<file path="config.mk">
export PLATFORM = sky130hd
export DESIGN_NAME = card_bridge_interrupt_routing
export DESIGN_NICKNAME = d
export VERILOG_FILES = /design/src/logic/card_irq_pkg.sv /design/src/logic/card_bridge_interrupt_routing.sv
export SDC_FILE = /design/constraint.sdc
export NUM_CORES = 1
export LEC_CHECK = 0
export BUFFER_PORTS_ARGS = -buffer_cell sky130_fd_sc_hd__buf_2
export CORE_UTILIZATION = 55
export DETAILED_ROUTE_END_ITERATION = 10
export PLACE_DENSITY = 0.78
export SYNTH_ARGS = -nofsm -noshare
export SYNTH_HDL_FRONTEND = slang
export SYNTH_SLANG_ARGS = --single-unit
</file>
<file path="constraint.sdc">
create_clock -name clock -period 3.1 [get_ports clock]
set_clock_uncertainty 0.05 [all_clocks]
set_input_delay 0.775 -clock clock [delete_from_list [all_inputs] [get_ports clock]]
set_output_delay 0.775 -clock clock [all_outputs]
set_load 0.02 [all_outputs]
</file>
<file path="src/logic/card_irq_pkg.sv">
package card_irq_pkg;

  // ==========================================================
  // register map (byte addresses on the apb bus)
  localparam logic [7:0] SYSCTRL_F0_OFS = 8'h00;
  localparam logic [7:0] SYSCTRL_F1_OFS = 8'h04;
  localparam logic [7:0] MFROUTE_F0_OFS = 8'h08;
  localparam logic [7:0] MFROUTE_F1_OFS = 8'h0C;
  localparam logic [7:0] DEVCTL_OFS = 8'h10;
  localparam logic [7:0] INTERRUPT_PIN_VALUE_F0_OFS = 8'h14;
  localparam logic [7:0] INTERRUPT_PIN_VALUE_F1_OFS = 8'h18;
  localparam logic [7:0] IRQSEL_OFS = 8'h1C;
  localparam logic [7:0] STATUS_OFS = 8'h20;

  // ==========================================================
  // system control fields
  localparam int unsigned TIE_BIT = 29;
  localparam int unsigned ROUTE_BIT = 26;
  localparam int unsigned PEND_BIT = 25;
  localparam int unsigned ENB_BIT = 24;
  localparam int unsigned HOLD_BIT = 1;

  // device control, irq select and status fields
  localparam int unsigned MODE_LSB = 1;
  localparam int unsigned SELA_LSB = 0;
  localparam int unsigned SELB_LSB = 4;
  localparam int unsigned FPCI_BIT = 8;
  localparam int unsigned STATUS_CHANGE_SIGNAL_MODE_BIT = 9;
  localparam int unsigned ST_INTA = 0;
  localparam int unsigned ST_INTB = 1;
  localparam int unsigned ST_IRQ2 = 2;
  localparam int unsigned ST_PEND_LSB = 3;
  localparam int unsigned ST_CLKRUN = 5;
  localparam int unsigned ST_SER = 6;

  // ==========================================================
  // signalling modes, in device control order
  typedef enum logic [1:0] {
    MODE_PAR_PCI,
    MODE_PAR_ISA,
    MODE_SER_ISA,
    MODE_SER_ALL
  } sig_mode_e;

  // terminal selector codes and terminal numbers
  localparam logic [3:0] SEL_CLKRUN = 4'h1;
  localparam logic [3:0] SEL_PCI = 4'h2;
  localparam logic [3:0] SEL_ISA_MIN = 4'h3;
  localparam int unsigned NUM_TERM = 7;
  localparam int unsigned TERM_INTA = 0;
  localparam int unsigned TERM_INTB = 1;
  localparam int unsigned TERM_IRQ2_LO = 3;
  localparam int unsigned TERM_IRQ2_HI = 6;
  localparam int unsigned TERM_CLKRUN = 6;
  localparam logic [3:0] IRQ2_NUM = 4'h2;

  // interrupt pin values and reset values
  localparam logic [7:0] INTERRUPT_PIN_VALUE_A = 8'h01;
  localparam logic [7:0] INTERRUPT_PIN_VALUE_B = 8'h02;
  localparam logic [27:0] MFROUTE_RST = 28'h0000000;
  localparam logic [9:0] IRQSEL_RST = 10'h000;

  // ==========================================================
  // serial frame layout and timing
  localparam logic [4:0] SLOT_LAST = 5'h14;
  localparam logic [1:0] PH_SAMPLE = 2'h0;
  localparam logic [1:0] PH_RECOV = 2'h1;
  localparam logic [1:0] PH_TURN = 2'h2;
  localparam int unsigned CLKRUN_DRIVE_CYC = 2;

  // ==========================================================
  // carriers
  typedef struct packed {
    logic psel;
    logic penable;
    logic pwrite;
    logic [7:0] paddr;
    logic [31:0] pwdata;
  } apb_req_s;

  typedef struct packed {
    logic [1:0] card_irq;
    logic [1:0] card_status;
    logic [1:0] card_wake;
    logic [1:0] card_clock_run;
    logic [1:0] card_bus_req;
    logic [1:0] card_dma_req;
  } card_pins_s;

  typedef struct packed {
    logic legacy_busy;
    logic cb_master_busy;
    logic pci_master_busy;
    logic [1:0] cclk_running;
  } bridge_busy_s;

endpackage
</file>
<file path="src/logic/card_bridge_interrupt_routing.sv">
// Functional notes
// host picks parallel irq mode, then fills the terminal routing register
// parallel irq systems put inta on terminal 0, six irqs remain
// one routing register shared by both functions' views
// software should write routing through function 0 only
// 4-bit selector per terminal; 3..15 isa irq, 2 on terminal 0 inta
// inta can drive terminal 0, intb terminal 1
// tie bit 29 puts both sockets onto inta
// interrupt pin reads 01/02, or 01/01 when tied
// reset mode serializes both isa and pci interrupts
// serial packet: start, indication slots, stop, on pci clock
// packet carries sixteen isa irqs and four pci lines; only inta and intb are sent here, slots 19-20 stay zero
// power change write with enable raises a maintenance interrupt
// route bit 26, pending bit 25, enable bit 24
// shared route bit picks status change or irq2 delivery
// per-socket pending flag, cleared only by writing one
// shared enable gates maintenance interrupt generation
// status change delivery per socket, level or edge by mode bit
// irq2 uses serial slot 2; parallel only on terminals 3 or 6
// clock-run signalling lives on terminal 6
// refuse clock stop while hold, busy, pending or card clock runs
// request clock restart on card irq, wake, clock, bus or dma request
//
// Added by the designer: register access over APB and the address map.
`timescale 1ns/1ns
`default_nettype none
module card_bridge_interrupt_routing
  import card_irq_pkg::*;
#(
  parameter int unsigned CLKRUN_DRIVE = CLKRUN_DRIVE_CYC
) (
  // clock and reset
  input wire logic clock,
  input wire logic rst_n,
  // apb slave
  input wire apb_req_s apb,
  output logic [31:0] prdata,
  output logic pready,
  output logic pslverr,
  // card side pins and bridge state
  input wire card_pins_s card_pins,
  input wire logic [1:0] power_change,
  input wire bridge_busy_s busy,
  // multifunction terminals, open drain
  input wire logic [6:0] multifunction_terminals_i,
  output logic [6:0] multifunction_terminals_o,
  output logic [6:0] multifunction_terminals_oe,
  // serialized interrupt line, open drain plus recovery drive
  input wire logic serirq_i,
  output logic serirq_o,
  output logic serirq_oe
);

  // ==========================================================
  // parameter check
  if (CLKRUN_DRIVE < 1 || CLKRUN_DRIVE > 15) begin : g_chk
    $error("CLKRUN_DRIVE must lie in 1..15");
  end

  localparam logic [3:0] DRIVE_CNT = CLKRUN_DRIVE[3:0];
  localparam int unsigned SYNC_W = $bits(card_pins_s) + 2;

  function automatic logic [15:0] irq_onehot(input logic [3:0] n,
                                             input logic en);
    irq_onehot = en ? (16'h0001 << n) : 16'h0000;
  endfunction

  // ==========================================================
  // pin synchronisers: a change counts once stages 2 and 3 agree
  logic [SYNC_W-1:0] s1_q, s2_q, s3_q, filt_q;
  wire [SYNC_W-1:0] pins_raw = {serirq_i,
    multifunction_terminals_i[TERM_CLKRUN], card_pins};
  wire [SYNC_W-1:0] filt_d = (s2_q & s3_q) | ((s2_q ^ s3_q) & filt_q);

  always_ff @(posedge clock) begin
    s1_q <= pins_raw;
    s2_q <= s1_q;
    s3_q <= s2_q;
    // idle levels: pulled-up lines high, card pins low, so no false edge
    if (!rst_n) begin
      filt_q <= {2'b11, {(SYNC_W-2){1'b0}}};
    end else begin
      filt_q <= filt_d;
    end
  end

  card_pins_s cp;
  wire serirq_line = filt_q[SYNC_W-1];
  wire clkrun_line = filt_q[SYNC_W-2];
  assign cp = filt_q[SYNC_W-3:0];

  // ==========================================================
  // register file
  logic tie_q, route_q, enb_q, hold_q;
  logic [1:0] pend_q, pend_d;
  logic [27:0] mfroute_q;
  sig_mode_e mode_q;
  logic [9:0] irqsel_q;

  // apb decode; a write lands in the access cycle only
  wire setup = apb.psel & ~apb.penable;
  wire wr = apb.psel & apb.penable & apb.pwrite & pready;
  wire wr_sys0 = wr && apb.paddr == SYSCTRL_F0_OFS;
  wire wr_sys1 = wr && apb.paddr == SYSCTRL_F1_OFS;
  wire wr_sys = wr_sys0 | wr_sys1;
  wire wr_mf = wr && (apb.paddr == MFROUTE_F0_OFS ||
                      apb.paddr == MFROUTE_F1_OFS);
  wire wr_dev = wr && apb.paddr == DEVCTL_OFS;
  wire wr_sel = wr && apb.paddr == IRQSEL_OFS;
  wire [1:0] pend_clr = {wr_sys1, wr_sys0} & {2{apb.pwdata[PEND_BIT]}};
  wire [1:0] pend_set = power_change & {2{enb_q}}; // see R12
  // a power change in the clearing cycle keeps the flag set
  assign pend_d = pend_set | (pend_q & ~pend_clr);

  always_ff @(posedge clock) begin
    if (!rst_n) begin
      tie_q <= 1'b0;
      route_q <= 1'b0;
      enb_q <= 1'b0;
      hold_q <= 1'b0;
      pend_q <= 2'b00;
      mfroute_q <= MFROUTE_RST;
      mode_q <= MODE_SER_ALL;
      irqsel_q <= IRQSEL_RST;
    end else begin
      pend_q <= pend_d;
      if (wr_sys) begin
        tie_q <= apb.pwdata[TIE_BIT];
        route_q <= apb.pwdata[ROUTE_BIT]; // see R13
        enb_q <= apb.pwdata[ENB_BIT];
        hold_q <= apb.pwdata[HOLD_BIT];
      end
      if (wr_mf) begin
        mfroute_q <= apb.pwdata[27:0];
      end
      if (wr_dev) begin
        mode_q <= sig_mode_e'(apb.pwdata[MODE_LSB +: 2]);
      end
      if (wr_sel) begin
        irqsel_q <= apb.pwdata[9:0];
      end
    end
  end

  // ==========================================================
  // mode decode
  wire isa_par = mode_q == MODE_PAR_ISA;
  wire pci_par = mode_q != MODE_SER_ALL;
  wire ser_isa = mode_q == MODE_SER_ISA || mode_q == MODE_SER_ALL;
  wire ser_pci = mode_q == MODE_SER_ALL;
  wire fpci = irqsel_q[FPCI_BIT];
  wire csc_edge_mode = irqsel_q[STATUS_CHANGE_SIGNAL_MODE_BIT];

  // ==========================================================
  // interrupt sources
  logic [1:0] csc_prev_q;
  // maintenance interrupts join status change unless sent as irq2
  wire [1:0] csc_lvl = cp.card_status | (pend_q & {2{~route_q}});
  wire [1:0] csc_int = csc_edge_mode ? (csc_lvl & ~csc_prev_q)
                                     : csc_lvl;
  wire irq2 = route_q & (|pend_q);
  wire [1:0] func_pci = cp.card_irq & {2{fpci}};
  wire [1:0] sock_int = csc_int | func_pci;
  wire inta = sock_int[0] | (tie_q & sock_int[1]); // see R7
  wire intb = ~tie_q & sock_int[1];
  wire [15:0] isa_irq =
    irq_onehot(irqsel_q[SELA_LSB +: 4], cp.card_irq[0] & ~fpci) |
    irq_onehot(irqsel_q[SELB_LSB +: 4], cp.card_irq[1] & ~fpci) |
    irq_onehot(IRQ2_NUM, irq2);

  always_ff @(posedge clock) begin
    if (!rst_n) begin
      csc_prev_q <= 2'b00;
    end else begin
      csc_prev_q <= csc_lvl;
    end
  end

  // ==========================================================
  // clock-run: hold off a stop, or request a restart
  logic [3:0] ckr_cnt_q;
  wire clkrun_en = mfroute_q[4*TERM_CLKRUN +: 4] == SEL_CLKRUN;
  wire int_pending = inta | intb | (|isa_irq);
  wire keep_clk = hold_q | busy.legacy_busy | busy.cb_master_busy |
    busy.pci_master_busy | (|busy.cclk_running) | int_pending;
  wire restart = |{cp.card_irq, cp.card_wake, cp.card_status,
    cp.card_clock_run, cp.card_bus_req, cp.card_dma_req};
  wire clkrun_drive = ckr_cnt_q != 4'h0;
  wire ckr_start = clkrun_en & clkrun_line & (keep_clk | restart);

  // line high means stop requested or clock stopped; pull it low
  always_ff @(posedge clock) begin
    if (!rst_n) begin
      ckr_cnt_q <= 4'h0;
    end else if (clkrun_drive) begin
      ckr_cnt_q <= ckr_cnt_q - 4'h1;
    end else if (ckr_start) begin
      ckr_cnt_q <= DRIVE_CNT;
    end
  end

  // ==========================================================
  // parallel terminal routing, active low open drain
  logic [NUM_TERM-1:0] term_act;
  for (genvar t = 0; t < NUM_TERM; t++) begin : g_term
    wire [3:0] sel = mfroute_q[4*t +: 4];
    wire pci_hit = sel == SEL_PCI && pci_par &&
      ((t == TERM_INTA && inta) || (t == TERM_INTB && intb));
    wire isa_hit = isa_par && sel >= SEL_ISA_MIN && isa_irq[sel];
    wire irq2_hit = isa_par && sel == SEL_PCI && irq2 &&
      (t == TERM_IRQ2_LO || t == TERM_IRQ2_HI);
    wire ckr_hit = t == TERM_CLKRUN && sel == SEL_CLKRUN &&
      clkrun_drive;
    assign term_act[t] = pci_hit | isa_hit | irq2_hit | ckr_hit;
  end

  always_ff @(posedge clock) begin
    if (!rst_n) begin
      multifunction_terminals_o <= '0;
      multifunction_terminals_oe <= '0;
    end else begin
      multifunction_terminals_o <= '0;
      multifunction_terminals_oe <= term_act;
    end
  end

  // ==========================================================
  // serialized interrupt frames, continuous mode, host starts
  typedef enum logic [1:0] {
    SER_IDLE,
    SER_START,
    SER_TURN,
    SER_SLOT
  } ser_state_e;

  ser_state_e ser_q, ser_d;
  logic [4:0] slot_q, slot_d;
  logic [1:0] ph_q, ph_d;
  // slots 0-15 isa, 16 unused, 17-18 inta and intb, 19-20 always zero
  wire [20:0] ser_bits = {2'b00, intb & ser_pci, inta & ser_pci, 1'b0,
    isa_irq & {16{ser_isa}}}; // see R11
  wire ser_oe_d = ser_q == SER_SLOT && ph_q != PH_TURN &&
    ser_bits[slot_q];

  always_comb begin
    ser_d = ser_q;
    slot_d = slot_q;
    ph_d = ph_q;
    case (ser_q)
      SER_IDLE: begin
        if (ser_isa && !serirq_line) begin
          ser_d = SER_START;
        end
      end
      SER_START: begin
        if (serirq_line) begin
          ser_d = SER_TURN;
        end
      end
      SER_TURN: begin
        ser_d = SER_SLOT;
        slot_d = 5'h00;
        ph_d = PH_SAMPLE;
      end
      default: begin
        if (ph_q != PH_TURN) begin
          ph_d = ph_q + 2'h1;
        end else if (slot_q == SLOT_LAST) begin
          ser_d = SER_IDLE; // stop frame belongs to the host
        end else begin
          slot_d = slot_q + 5'h01;
          ph_d = PH_SAMPLE;
        end
      end
    endcase
  end

  always_ff @(posedge clock) begin
    if (!rst_n) begin
      ser_q <= SER_IDLE;
      slot_q <= 5'h00;
      ph_q <= PH_SAMPLE;
      serirq_o <= 1'b1;
      serirq_oe <= 1'b0;
    end else begin
      ser_q <= ser_d;
      slot_q <= slot_d;
      ph_q <= ph_d;
      serirq_o <= ph_q == PH_RECOV; // low in sample, high in recovery
      serirq_oe <= ser_oe_d;
    end
  end

  // ==========================================================
  // read mux and apb answer
  function automatic logic [31:0] sys_word(input logic pend);
    sys_word = '0;
    sys_word[TIE_BIT] = tie_q;
    sys_word[ROUTE_BIT] = route_q;
    sys_word[PEND_BIT] = pend;
    sys_word[ENB_BIT] = enb_q;
    sys_word[HOLD_BIT] = hold_q;
  endfunction

  logic [31:0] rdata_d;
  logic hit;
  always_comb begin
    rdata_d = '0;
    hit = 1'b1;
    if (apb.paddr == SYSCTRL_F0_OFS) begin
      rdata_d = sys_word(pend_q[0]);
    end else if (apb.paddr == SYSCTRL_F1_OFS) begin
      rdata_d = sys_word(pend_q[1]);
    end else if (apb.paddr == MFROUTE_F0_OFS ||
                 apb.paddr == MFROUTE_F1_OFS) begin
      rdata_d[27:0] = mfroute_q;
    end else if (apb.paddr == DEVCTL_OFS) begin
      rdata_d[MODE_LSB +: 2] = mode_q;
    end else if (apb.paddr == INTERRUPT_PIN_VALUE_F0_OFS) begin
      rdata_d[7:0] = INTERRUPT_PIN_VALUE_A;
    end else if (apb.paddr == INTERRUPT_PIN_VALUE_F1_OFS) begin
      rdata_d[7:0] = tie_q ? INTERRUPT_PIN_VALUE_A : INTERRUPT_PIN_VALUE_B;
    end else if (apb.paddr == IRQSEL_OFS) begin
      rdata_d[9:0] = irqsel_q;
    end else if (apb.paddr == STATUS_OFS) begin
      rdata_d[ST_INTA] = inta;
      rdata_d[ST_INTB] = intb;
      rdata_d[ST_IRQ2] = irq2;
      rdata_d[ST_PEND_LSB +: 2] = pend_q;
      rdata_d[ST_CLKRUN] = clkrun_drive;
      rdata_d[ST_SER] = ser_q != SER_IDLE;
    end else begin
      hit = 1'b0;
    end
  end

  // data is captured in the setup cycle, so access lasts one cycle
  always_ff @(posedge clock) begin
    if (!rst_n) begin
      prdata <= '0;
      pready <= 1'b0;
      pslverr <= 1'b0;
    end else begin
      prdata <= rdata_d;
      pready <= setup;
      pslverr <= setup & ~hit;
    end
  end
endmodule
`default_nettype wire

</file>
==> results of run 1 <==
==> metrics by stage <==
step	worst slack [ns]	hold slack (ns)	util [%]	area [um^2]	total power, W
detailed placement	0.240	0.262	61.8	7890	0.00272
finish	0.623	0.278	66.3	8470	0.00471
floorplan	0.710	0.260	-	7350	0.00257
global placement	0.362	0.260	61.8	7890	0.00269
global route	0.483	0.282	66.3	8470	0.00490
CTS	0.644	0.278	66.3	8470	0.00473
==> registers in the layout (all words and copies together) (netlist names), 2 cells and up <==
signal	cells
mode_q	2
pend_q	2
filt_q	14
ph_q	2
multifunction_terminals_oe	7
slot_q	5
ckr_cnt_q	4
irqsel_q	10
mfroute_q	28
s3_q	14
prdata	29
s2_q	14
ser_q	2
csc_prev_q	2
s1_q	14
==> synthesized netlist by cell type (17+ instances only) <==
cell / count / share of area [%]
a21boi_0: 33 / 3.4
nand2_1: 102 / 5.2
o21ai_0: 21 / 1.4
a21oi_1: 28 / 1.9
nand3_1: 17 / 1.2
ha_1: 21 / 3.6
inv_1: 17 / 0.87
dfxtp_1: 157 / 43
nor2b_1: 38 / 3.3
clkbuf_1: 30 / 1.5
nor2_1: 46 / 2.4
and2_1: 19 / 1.6
mux2i_1: 25 / 3.4
==> path summary, 6_finish.rpt <==
| check | from | end | slack (ns) | cells after the start |
|---|---|---|---|---|
| max | irqsel_q[8] | multifunction_terminals_oe[6] | 0.62 | 7 |
| min | s1_q[2] | s2_q[2] | 0.28 | 0 |
| max reg2reg | irqsel_q[8] | multifunction_terminals_oe[6] | 0.62 | 7 |
| min reg2reg | s1_q[2] | s2_q[2] | 0.28 | 0 |
==> layer usage <==
layer	GRT usage (%)	up-vias	share of wire [%]
li1	-	2981	-
met5	0	-	0
met1	34.3	2892	43
met3	5.54	44	6.4
met4	12.1	0	2.2
met2	46.7	267	49
==> power breakdown <==
group          total (W)  internal, W  switching (W)  leakage (nW)
clock            0.00202      0.00113       0.000891         0.279
sequential       0.00217      0.00211      0.0000645          1.29
combinational   0.000517     0.000217       0.000299          1.67
total            0.00471      0.00346        0.00125          3.23
==> worst register-to-register path, stage by stage (launching register included) <==
cell	delay, ns
dfxtp_1	0.45
nand4bb_1	0.48
o32ai_2	0.31
buf_4	0.22
nor2_1	0.06
a2111oi_0	0.49
and4b_1	0.26
a21oi_2	0.09
==> area by class of cell <==
cell class / instances / area, um^2
clock buffers: 17 / 425
clock inverters: 14 / 153
fillers: 1039 / 4300
inverters: 18 / 67.6
multi-input cells: 564 / 3850
flip-flops and latches: 157 / 3140
well taps: 172 / 215
repair buffers: 115 / 621
==> cell families after synthesis <==
| group | share of synthesized area, % |
|---|---|
| buffers and inverters | 4.89 |
| AO/OA/AOI/OAI | 17.1 |
| adder cells (fa/ha/maj) | 3.59 |
| flip-flops | 43.0 |
| other | 0.0513 |
| multiplexers | 7.58 |
| XOR/XNOR | 0.599 |
| AND/OR/NAND/NOR | 23.2 |
==> impl_results.md, run 1 <==
* Post-cts hold buffer count at 0
* Synth cell types at 86
* Critical path arrival at 2.79 ns
* Cts repair resizes at 0
* Most frequent cells in the layout: dfxtp_1, nand2_1, buf_2
* Grt total ovfl at 0
* Non-Filler Instances at 1057
* Largest net degree at the start of global routing at 86
* Routed wire length at 18600 um
* Share of layout cells above drive strength 1 at 20.9%
* Number of CTS-inserted buffers at 17
* Post-synth top flop: dfxtp_1
* Height of the die at 117 um
* Initial Util at 57.3%
* Clock latency at the later pin of the worst-skew pair at 0.42 ns
* Fin. max-slew vios at 0
* Slowest-stage cell, CP: a2111oi_0
* Min-Delay Path Class: flop to flop
* Warnings, synthesis at 0
* Global-route wire length before repair at 30400 um
* Detailed placement HPWL at 12800 um
* Placement Rows at 41
* Final Hold Viols at 0
* Vias in the first global route at 6084
* Post-route DRC at 0
* Core ar. at 12800 um^2
* Max-cap violations at 0
* PD cells at 556 nW/um^2
* Final ANT Viol Nets at 0
* Sequential cell area fraction in the yosys report at 43.0%
* Leakage at 3.23 nW
* Worst VDD drop at 421 uV
* DR iter-0 viols at 475
* Fin crit period at 2.48 ns
* CTS root buf: clkbuf_16
* Max FO, Critical Path at 14
* Area Growth Syn to Fin at 15.8%
* Setup bufs post-CTS at 0
* Avg Vias per Cell at 5.85
* Buffers on Ports at 102
* Setup TNS at 0 ns
* #FFs+latches synth at 157
* Placed insts at 1026
* Clock transition at the registers of the reported paths at 0.07 ns
* Post-Syn Area per Cell at 9.35 um^2
* Bufs on Longest Clock Path at 2
* Initial antenna violation count at 0
* Fmax at 404 MHz
* Tot GR Track Use at 27.7%
* Die area at 13800 um^2
* Critical path cell sequence: nand4bb_1 -> o32ai_2 -> buf_4 -> nor2_1 -> a2111oi_0 -> and4b_1 -> a21oi_2
* Tcrit/Tclk final at 79.9%
* Ports at 122
* First drt pass iteration count at 5
* RSZ-0062 raised after global routing: no
* Most common library cell in the layout ignoring fill and taps: dfxtp_1
* DR vias at 6184
* Slew Limit Headroom at 54.0%
* Asr flop ratio synth at 0%
* Number of synthesized flops with an enable pin at 0
* ANT cells at 0
* Status: complete, no violations
* Mapped Area at 7310 um^2
* Mapped Cells at 782
* WP buf/inv at 1
* Worst EP required at 3.42 ns
* Kind of critical path: flop to flop
* Setup crit end kind: flop
* CTS H-tree lvls at 4
* CTS tree: done
* Worst path max stage delay at 0.49 ns
* Fin nets at 966
* Clock sink count at 157
* Family with the most delay on the worst path: compound AO/OA/AOI/OAI gates
* Placer congestion estimate at 0.921
* Worst-Margin Slew at 0.690 ns
* Final setup vio count at 0
* Die Span X at 117 um
* Wire per inst at 17.6 um
* Startpoint types: flop
(Power assumes the default switching activity.)
==> run 2, diff against run 1 <==
- clock period: 3.1 -> 2.33 ns (I/O delays scaled with it)
==> run 2 against run 1 <==
First-iteration DRC count increased by 35%. Hold slack got worse by 0.086 ns. Core utilization increased by 3.1 points. Fmax increased by 9.5%. Die area unchanged. Sequential power increased by 33%. Register-to-register slack got worse by 0.56 ns. Count of clock-buffer cells in the layout increased by 1. Non-clock buffer count increased by 38. Sequential share of layout area decreased by 1.7 points. Routed wire length increased by 5.7%. Combinational power increased by 46%. Critical path type unchanged. Largest cell class unchanged. Largest power group unchanged.
==> impl_results.md, run 2 (synthesized netlist as in run 1, its figures left out) <==
* Status: complete, no violations
* CTS tree: done
* Detailed placement HPWL at 14000 um (+8.8%)
* Core ar. at 12800 um^2 (unchanged)
* Startpoint types: flop
* Slowest-stage cell, CP: mux4_1
* Largest net degree at the start of global routing at 54 (-37%)
* Clock sink count at 157 (unchanged)
* PD cells at 716 nW/um^2 (+29%)
* Post-layout util at 69.4% (+3.1 points)
* Placement Rows at 41 (unchanged)
* Critical path arrival at 2.58 ns (-0.21 ns)
* Top reg by flops: prdata
* Die Span X at 117 um (unchanged)
* Slew Limit Headroom at 65.7% (+12 points)
* Layout fillers at 1007 (-3.1%)
* Critical path cell sequence: buf_4 -> nand4b_2 -> o32a_1 -> buf_4 -> mux4_1 -> nand3_1 -> nand4_1 -> a21oi_1
* Global-route wire length before repair at 31800 um (+4.6%)
* Die area at 13800 um^2 (unchanged)
* WHS at 0.192 ns (-0.0860 ns)
* Ports at 122 (unchanged)
* Worst EP required at 2.65 ns (-0.77 ns)
* Final Hold Viols at 0 (unchanged)
* Placement-stage cell area at 8220 um^2 (+4.2%)
* DR iter-0 viols at 640 (+35%)
* Leakage at 3.45 nW (+6.6%)
* Setup crit end kind: flop
* Tcrit/Tclk final at 97.1% (+17 points)
* Non-Filler Instances at 1096 (+3.7%)
* DR vias at 6475 (+4.7%)
* Most common library cell in the layout ignoring fill and taps: dfxtp_1
* RSZ-0062 raised after global routing: yes
* Grt met2 use at 50.7% (+4.1 points)
* Final ANT Viol Nets at 0 (unchanged)
* Fin crit period at 2.26 ns (-0.214 ns)
* Final setup vio count at 0 (unchanged)
* Placed insts at 1063 (+3.6%)
* Kind of critical path: flop to flop
* Largest regs: prdata: 29 flops, mfroute_q: 28 flops
* ANT cells at 0 (unchanged)
* Initial Util at 57.3% (unchanged)
* Avg Vias per Cell at 5.91 (+0.98%)
* Routed wire length at 19600 um (+5.7%)
* Clock transition at the registers of the reported paths at 0.07 ns (about the same)
* Buffers on Ports at 102 (unchanged)
* Tot GR Track Use at 29.3% (+1.5 points)
* Max-cap violations at 0 (unchanged)
* Share of layout cells above drive strength 1 at 24.6% (+3.7 points)
* Post-route DRC at 0 (unchanged)
* Worst-Margin Slew at 0.514 ns (-0.176 ns)
* Most frequent cells in the layout: dfxtp_1, nand2_1, buf_2
* Vias in the first global route at 6288 (+3.4%)
* Worst VDD drop at 728 uV (+73%)
* Grt total ovfl at 0 (unchanged)
* Post-route cell area at 8870 um^2 (+4.7%)
* CTS root buf: clkbuf_16
* Fin. max-slew vios at 0 (unchanged)
* First drt pass iteration count at 5 (unchanged)
* Area Growth Syn to Fin at 21.2%
* M1 GR Usage at 35.4% (+1.0 points)
* Wire per inst at 17.9 um (+1.9%)
* Initial antenna violation count at 0 (unchanged)
* Fin nets at 1004 (+3.9%)
* Height of the die at 117 um (unchanged)
* Largest register FFs at 29 (unchanged)
* GRT busiest layer: met2
* R2R depth at 8 (+1)
* Cell mode on critical path: buf_4
* CTS H-tree lvls at 4 (unchanged)
* Max FO, Critical Path at 7 (-7)
* Worst path max stage delay at 0.49 ns (about the same)
* Min-Delay Path Class: input port to flop
* Power, Total at 0.00635 W (+35%)
* Number of CTS-inserted buffers at 17 (unchanged)
* Bufs on Longest Clock Path at 2 (unchanged)
* Clock latency at the later pin of the worst-skew pair at 0.43 ns (about the same)
* Hold Path Depth at 1 (+1)
* Met3 Use GR at 5.30% (-0.24 points)
* Placer congestion estimate at 0.944 (+2.5%)
* Fmax at 442 MHz (+9.5%)
[run 2: cell count changes in the layout (fill, tap and decap cells not counted), moves of 2 or more]
cell,delta
buf_12,+4
o22ai_2,-2
o22ai_4,+2
inv_6,-4
inv_8,+4
buf_4,+34
[run 2: critical path: cells and delay by family, from the launching register on]
kind            cells  cell delay [ns]
mux                 1             0.49
buf+inv             2             0.35
compound gates      2             0.42
flops               1             0.36
simple gates        3             0.51
[run 2: stage by stage]
stage / worst slack [ns] / setup TNS (ns)
after floorplan: 0.132 / 0
after global placement: 0.0348 / 0
after detailed placement: 0.00974 / 0
after CTS: 0.0402 / 0
after global routing: -0.0377 / -0.105
final: 0.0676 / 0
[run 2: worst paths after layout]
| path | slack [ns] | from | end |
|---|---|---|---|
| max | 0.07 | irqsel_q[8] | multifunction_terminals_oe[5] |
| min | 0.19 | card_pins[7] | s1_q[7] |
| max reg2reg | 0.07 | irqsel_q[8] | multifunction_terminals_oe[5] |
| min reg2reg | 0.28 | s1_q[8] | s2_q[8] |
[run 2: what timing repair did]
item,in CTS,in global routing
setup endpoints to repair,0,6
hold buffers,0,0
endpoints found under the hold margin,0,0
setup buffers,0,1
resized for setup,0,8
[run 2: report_power, final]
part           switching, W  internal [W]  total, W
combinational      0.000430      0.000324  0.000754
sequential        0.0000842       0.00280   0.00288
clock               0.00125       0.00146   0.00271
[run 2: final cells by class]
| cell class | count | area (um^2) | area share (%) |
|---|---|---|---|
| multi-input cells | 564 | 3900 | 43.9 |
| flip-flops and latches | 157 | 3140 | 35.4 |
| repair buffers | 153 | 956 | 10.8 |
| clock buffers | 18 | 439 | 4.95 |
| well taps | 172 | 215 | 2.43 |
| clock inverters | 14 | 151 | 1.71 |
| inverters | 18 | 67.6 | 0.762 |
[run 2: layer usage]
layer | up-vias | part of all wire [%]
met5 | - | 0
met4 | 0 | 2.8
met3 | 54 | 6.2
met2 | 297 | 50
met1 | 3070 | 41
li1 | 3054 | -
==> run 3, diff against run 2 <==
- CORE_UTILIZATION: 55 -> 51
- PLACE_DENSITY: 0.78 -> 0.76
- clock period: 2.33 -> 1.8 ns (I/O delays scaled with it)
==> run 3 against run 2 <==
The run now ends with negative setup slack left. Combinational power grew 59%. Fmax rose by 8.6%. Global-route usage decreased by 1.5 points. Critical endpoint is now multifunction_terminals_oe[3]. Largest power group unchanged. Routed wire length increased by 4.1%. Non-clock buffer count grew 97. Critical path depth is 2 lower. Clock power up 35%. Worst setup slack got worse by 0.35 ns.
==> impl_results.md, run 3 (synthesized netlist as in run 1, its figures left out) <==
* Share of layout cells above drive strength 1 at 37.6% (+13 points)
* Vias in the first global route at 6461 (+2.8%)
* Grt met2 use at 46.3% (-4.4 points)
* Ports at 122 (unchanged)
* Leakage at 4.07 nW (+18%)
* First drt pass iteration count at 5 (unchanged)
* Area Growth Syn to Fin at 37.9%
* Final Hold Viols at 0 (unchanged)
* PD cells at 851 nW/um^2 (+19%)
* Violations in the final reports: negative setup slack
* Final setup vio count at 10 (+10)
* CTS tree: done
* Final setup margin at -0.283 ns (-0.350 ns)
* Largest register FFs at 29 (unchanged)
* Met3 Use GR at 6.79% (+1.5 points)
* Startpoint types: flop
* Critical path arrival at 2.37 ns (-0.21 ns)
* Kind of critical path: flop to flop
* Critical path cell sequence: buf_6 -> nand4bb_4 -> o22a_2 -> mux4_2 -> and3_4 -> nor4_2
* Global-route wire length before repair at 31600 um (-0.57%)
* Max FO, Critical Path at 6 (-1)
* Tcrit/Tclk final at 116% (+19 points)
* Die Span X at 122 um (+3.8%)
* Clock transition at the registers of the reported paths at 0.06 ns (about the same)
* Top reg by flops: prdata
* Routed wire length at 20400 um (+4.1%)
* Core ar. at 13900 um^2 (+9.1%)
* RSZ-0062 raised after global routing: yes
* Status: finished with violations
* Die area at 14800 um^2 (+7.7%)
* Detailed placement HPWL at 13900 um (-0.19%)
* Grt total ovfl at 0 (unchanged)
* Max-cap violations at 0 (unchanged)
* Worst path max stage delay at 0.47 ns (-0.02 ns)
* Slowest-stage cell, CP: mux4_2
* DR vias at 6835 (+5.6%)
* Wire per inst at 17.0 um (-5.0%)
* Worst VDD drop at 1020 uV (+41%)
* Setup crit end kind: flop
* Tot GR Track Use at 27.7% (-1.5 points)
* Buffers on Ports at 102 (unchanged)
* Worst EP required at 2.09 ns (-0.56 ns)
* Fin crit period at 2.08 ns (-0.180 ns)
* Placement Rows at 43 (+4.9%)
* Fmax at 480 MHz (+8.6%)
* Bufs on Longest Clock Path at 2 (unchanged)
* M1 GR Usage at 33.7% (-1.7 points)
* Initial Util at 52.5% (-4.8 points)
* Number of CTS-inserted buffers at 17 (unchanged)
* WHS at 0.0683 ns (-0.123 ns)
* Fin. max-slew vios at 0 (unchanged)
* Post-route DRC at 0 (unchanged)
* Initial antenna violation count at 0 (unchanged)
* Clock sink count at 157 (unchanged)
* Most common library cell in the layout ignoring fill and taps: dfxtp_1
* Final ANT Viol Nets at 0 (unchanged)
* Min-Delay Path Class: input port to flop
* Largest net degree at the start of global routing at 29 (-46%)
* Height of the die at 122 um (+3.8%)
* CTS root buf: clkbuf_16
* Largest regs: prdata: 29 flops, mfroute_q: 28 flops
* Clock latency at the later pin of the worst-skew pair at 0.43 ns (about the same)
* Avg Vias per Cell at 5.69 (-3.7%)
* DR iter-0 viols at 512 (-20%)
* GRT busiest layer: met2
* Most frequent cells in the layout: dfxtp_1, buf_4, buf_2
* CTS H-tree lvls at 4 (unchanged)
* Fin nets at 1101 (+9.7%)
* ANT cells at 0 (unchanged)
* Placer congestion estimate at 0.938 (-0.65%)
* Power, Total at 0.00858 W (+35%)
[run 3: cell types whose count changed in the layout (fill, tap and decap cells not counted), sizes merged]
cell and change:
clkbuf +2, clkinv -3, buf +97, bufinv +2, clkinvlp -1
[run 3: stage by stage]
stage | utilization, % | TNS (ns) | worst slack [ns] | std cells | cell area (um^2)
after CTS | 70.5 | -1.64 | -0.266 | 1197 | 9820
after detailed placement | 64.1 | -15.43 | -0.267 | 1157 | 8930
after global placement | 64.1 | -14.75 | -0.353 | 1157 | 8930
after global routing | 72.4 | -2.72 | -0.375 | 1201 | 10100
final | 72.4 | -2.00 | -0.283 | 1201 | 10100
after floorplan | - | -4.30 | -0.153 | 791 | 7440
[run 3: worst paths after layout]
| check | endpoint | cells after the start | slack (ns) | startpoint |
|---|---|---|---|---|
| hold / removal | s1_q[13] | 1 | 0.07 | serirq_i |
| hold reg to reg | s2_q[0] | 0 | 0.28 | s1_q[0] |
| setup reg to reg | multifunction_terminals_oe[3] | 6 | -0.28 | irqsel_q[8] |
| setup / recovery | multifunction_terminals_oe[3] | 6 | -0.28 | irqsel_q[8] |
[run 3: routing by layer]
metal  share of wire (%)  wire (um)  up-vias
li1                    -          -     3254
met2                  49      10000      294
met4                 2.8        580        0
met3                 6.3       1280       56
met1                  42       8550     3231
met5                   0          0        -
[run 3: layout make-up]
cell class / instances / area [um^2]
flip-flops and latches: 157 / 3170
well taps: 180 / 225
inverters: 18 / 67.6
multi-input cells: 564 / 4270
clock inverters: 12 / 148
clock buffers: 20 / 457
fillers: 1024 / 3840
repair buffers: 250 / 1750
[run 3: worst max-delay path, delay by kind of cell (launching register included)]
family / cells / cell delay [ns]
AND/OR/NAND/NOR: 3 / 0.70
multiplexers: 1 / 0.47
flip-flops: 1 / 0.36
AO/OA/AOI/OAI: 1 / 0.28
buffers and inverters: 1 / 0.13
[run 3: where the power goes]
part	switching, W	internal [W]	total, W
registers	0.0000966	0.00362	0.00372
logic	0.000621	0.000578	0.00120
clock network	0.00151	0.00215	0.00366
[run 3: repair_timing]
action / in CTS / in global routing
hold buffers: 0 / 0
gates cloned: 0 / 0
pin swaps: 15 / 17
endpoints found under the setup margin: 10 / 18
setup buffers: 9 / 6
gates resized for setup: 54 / 48
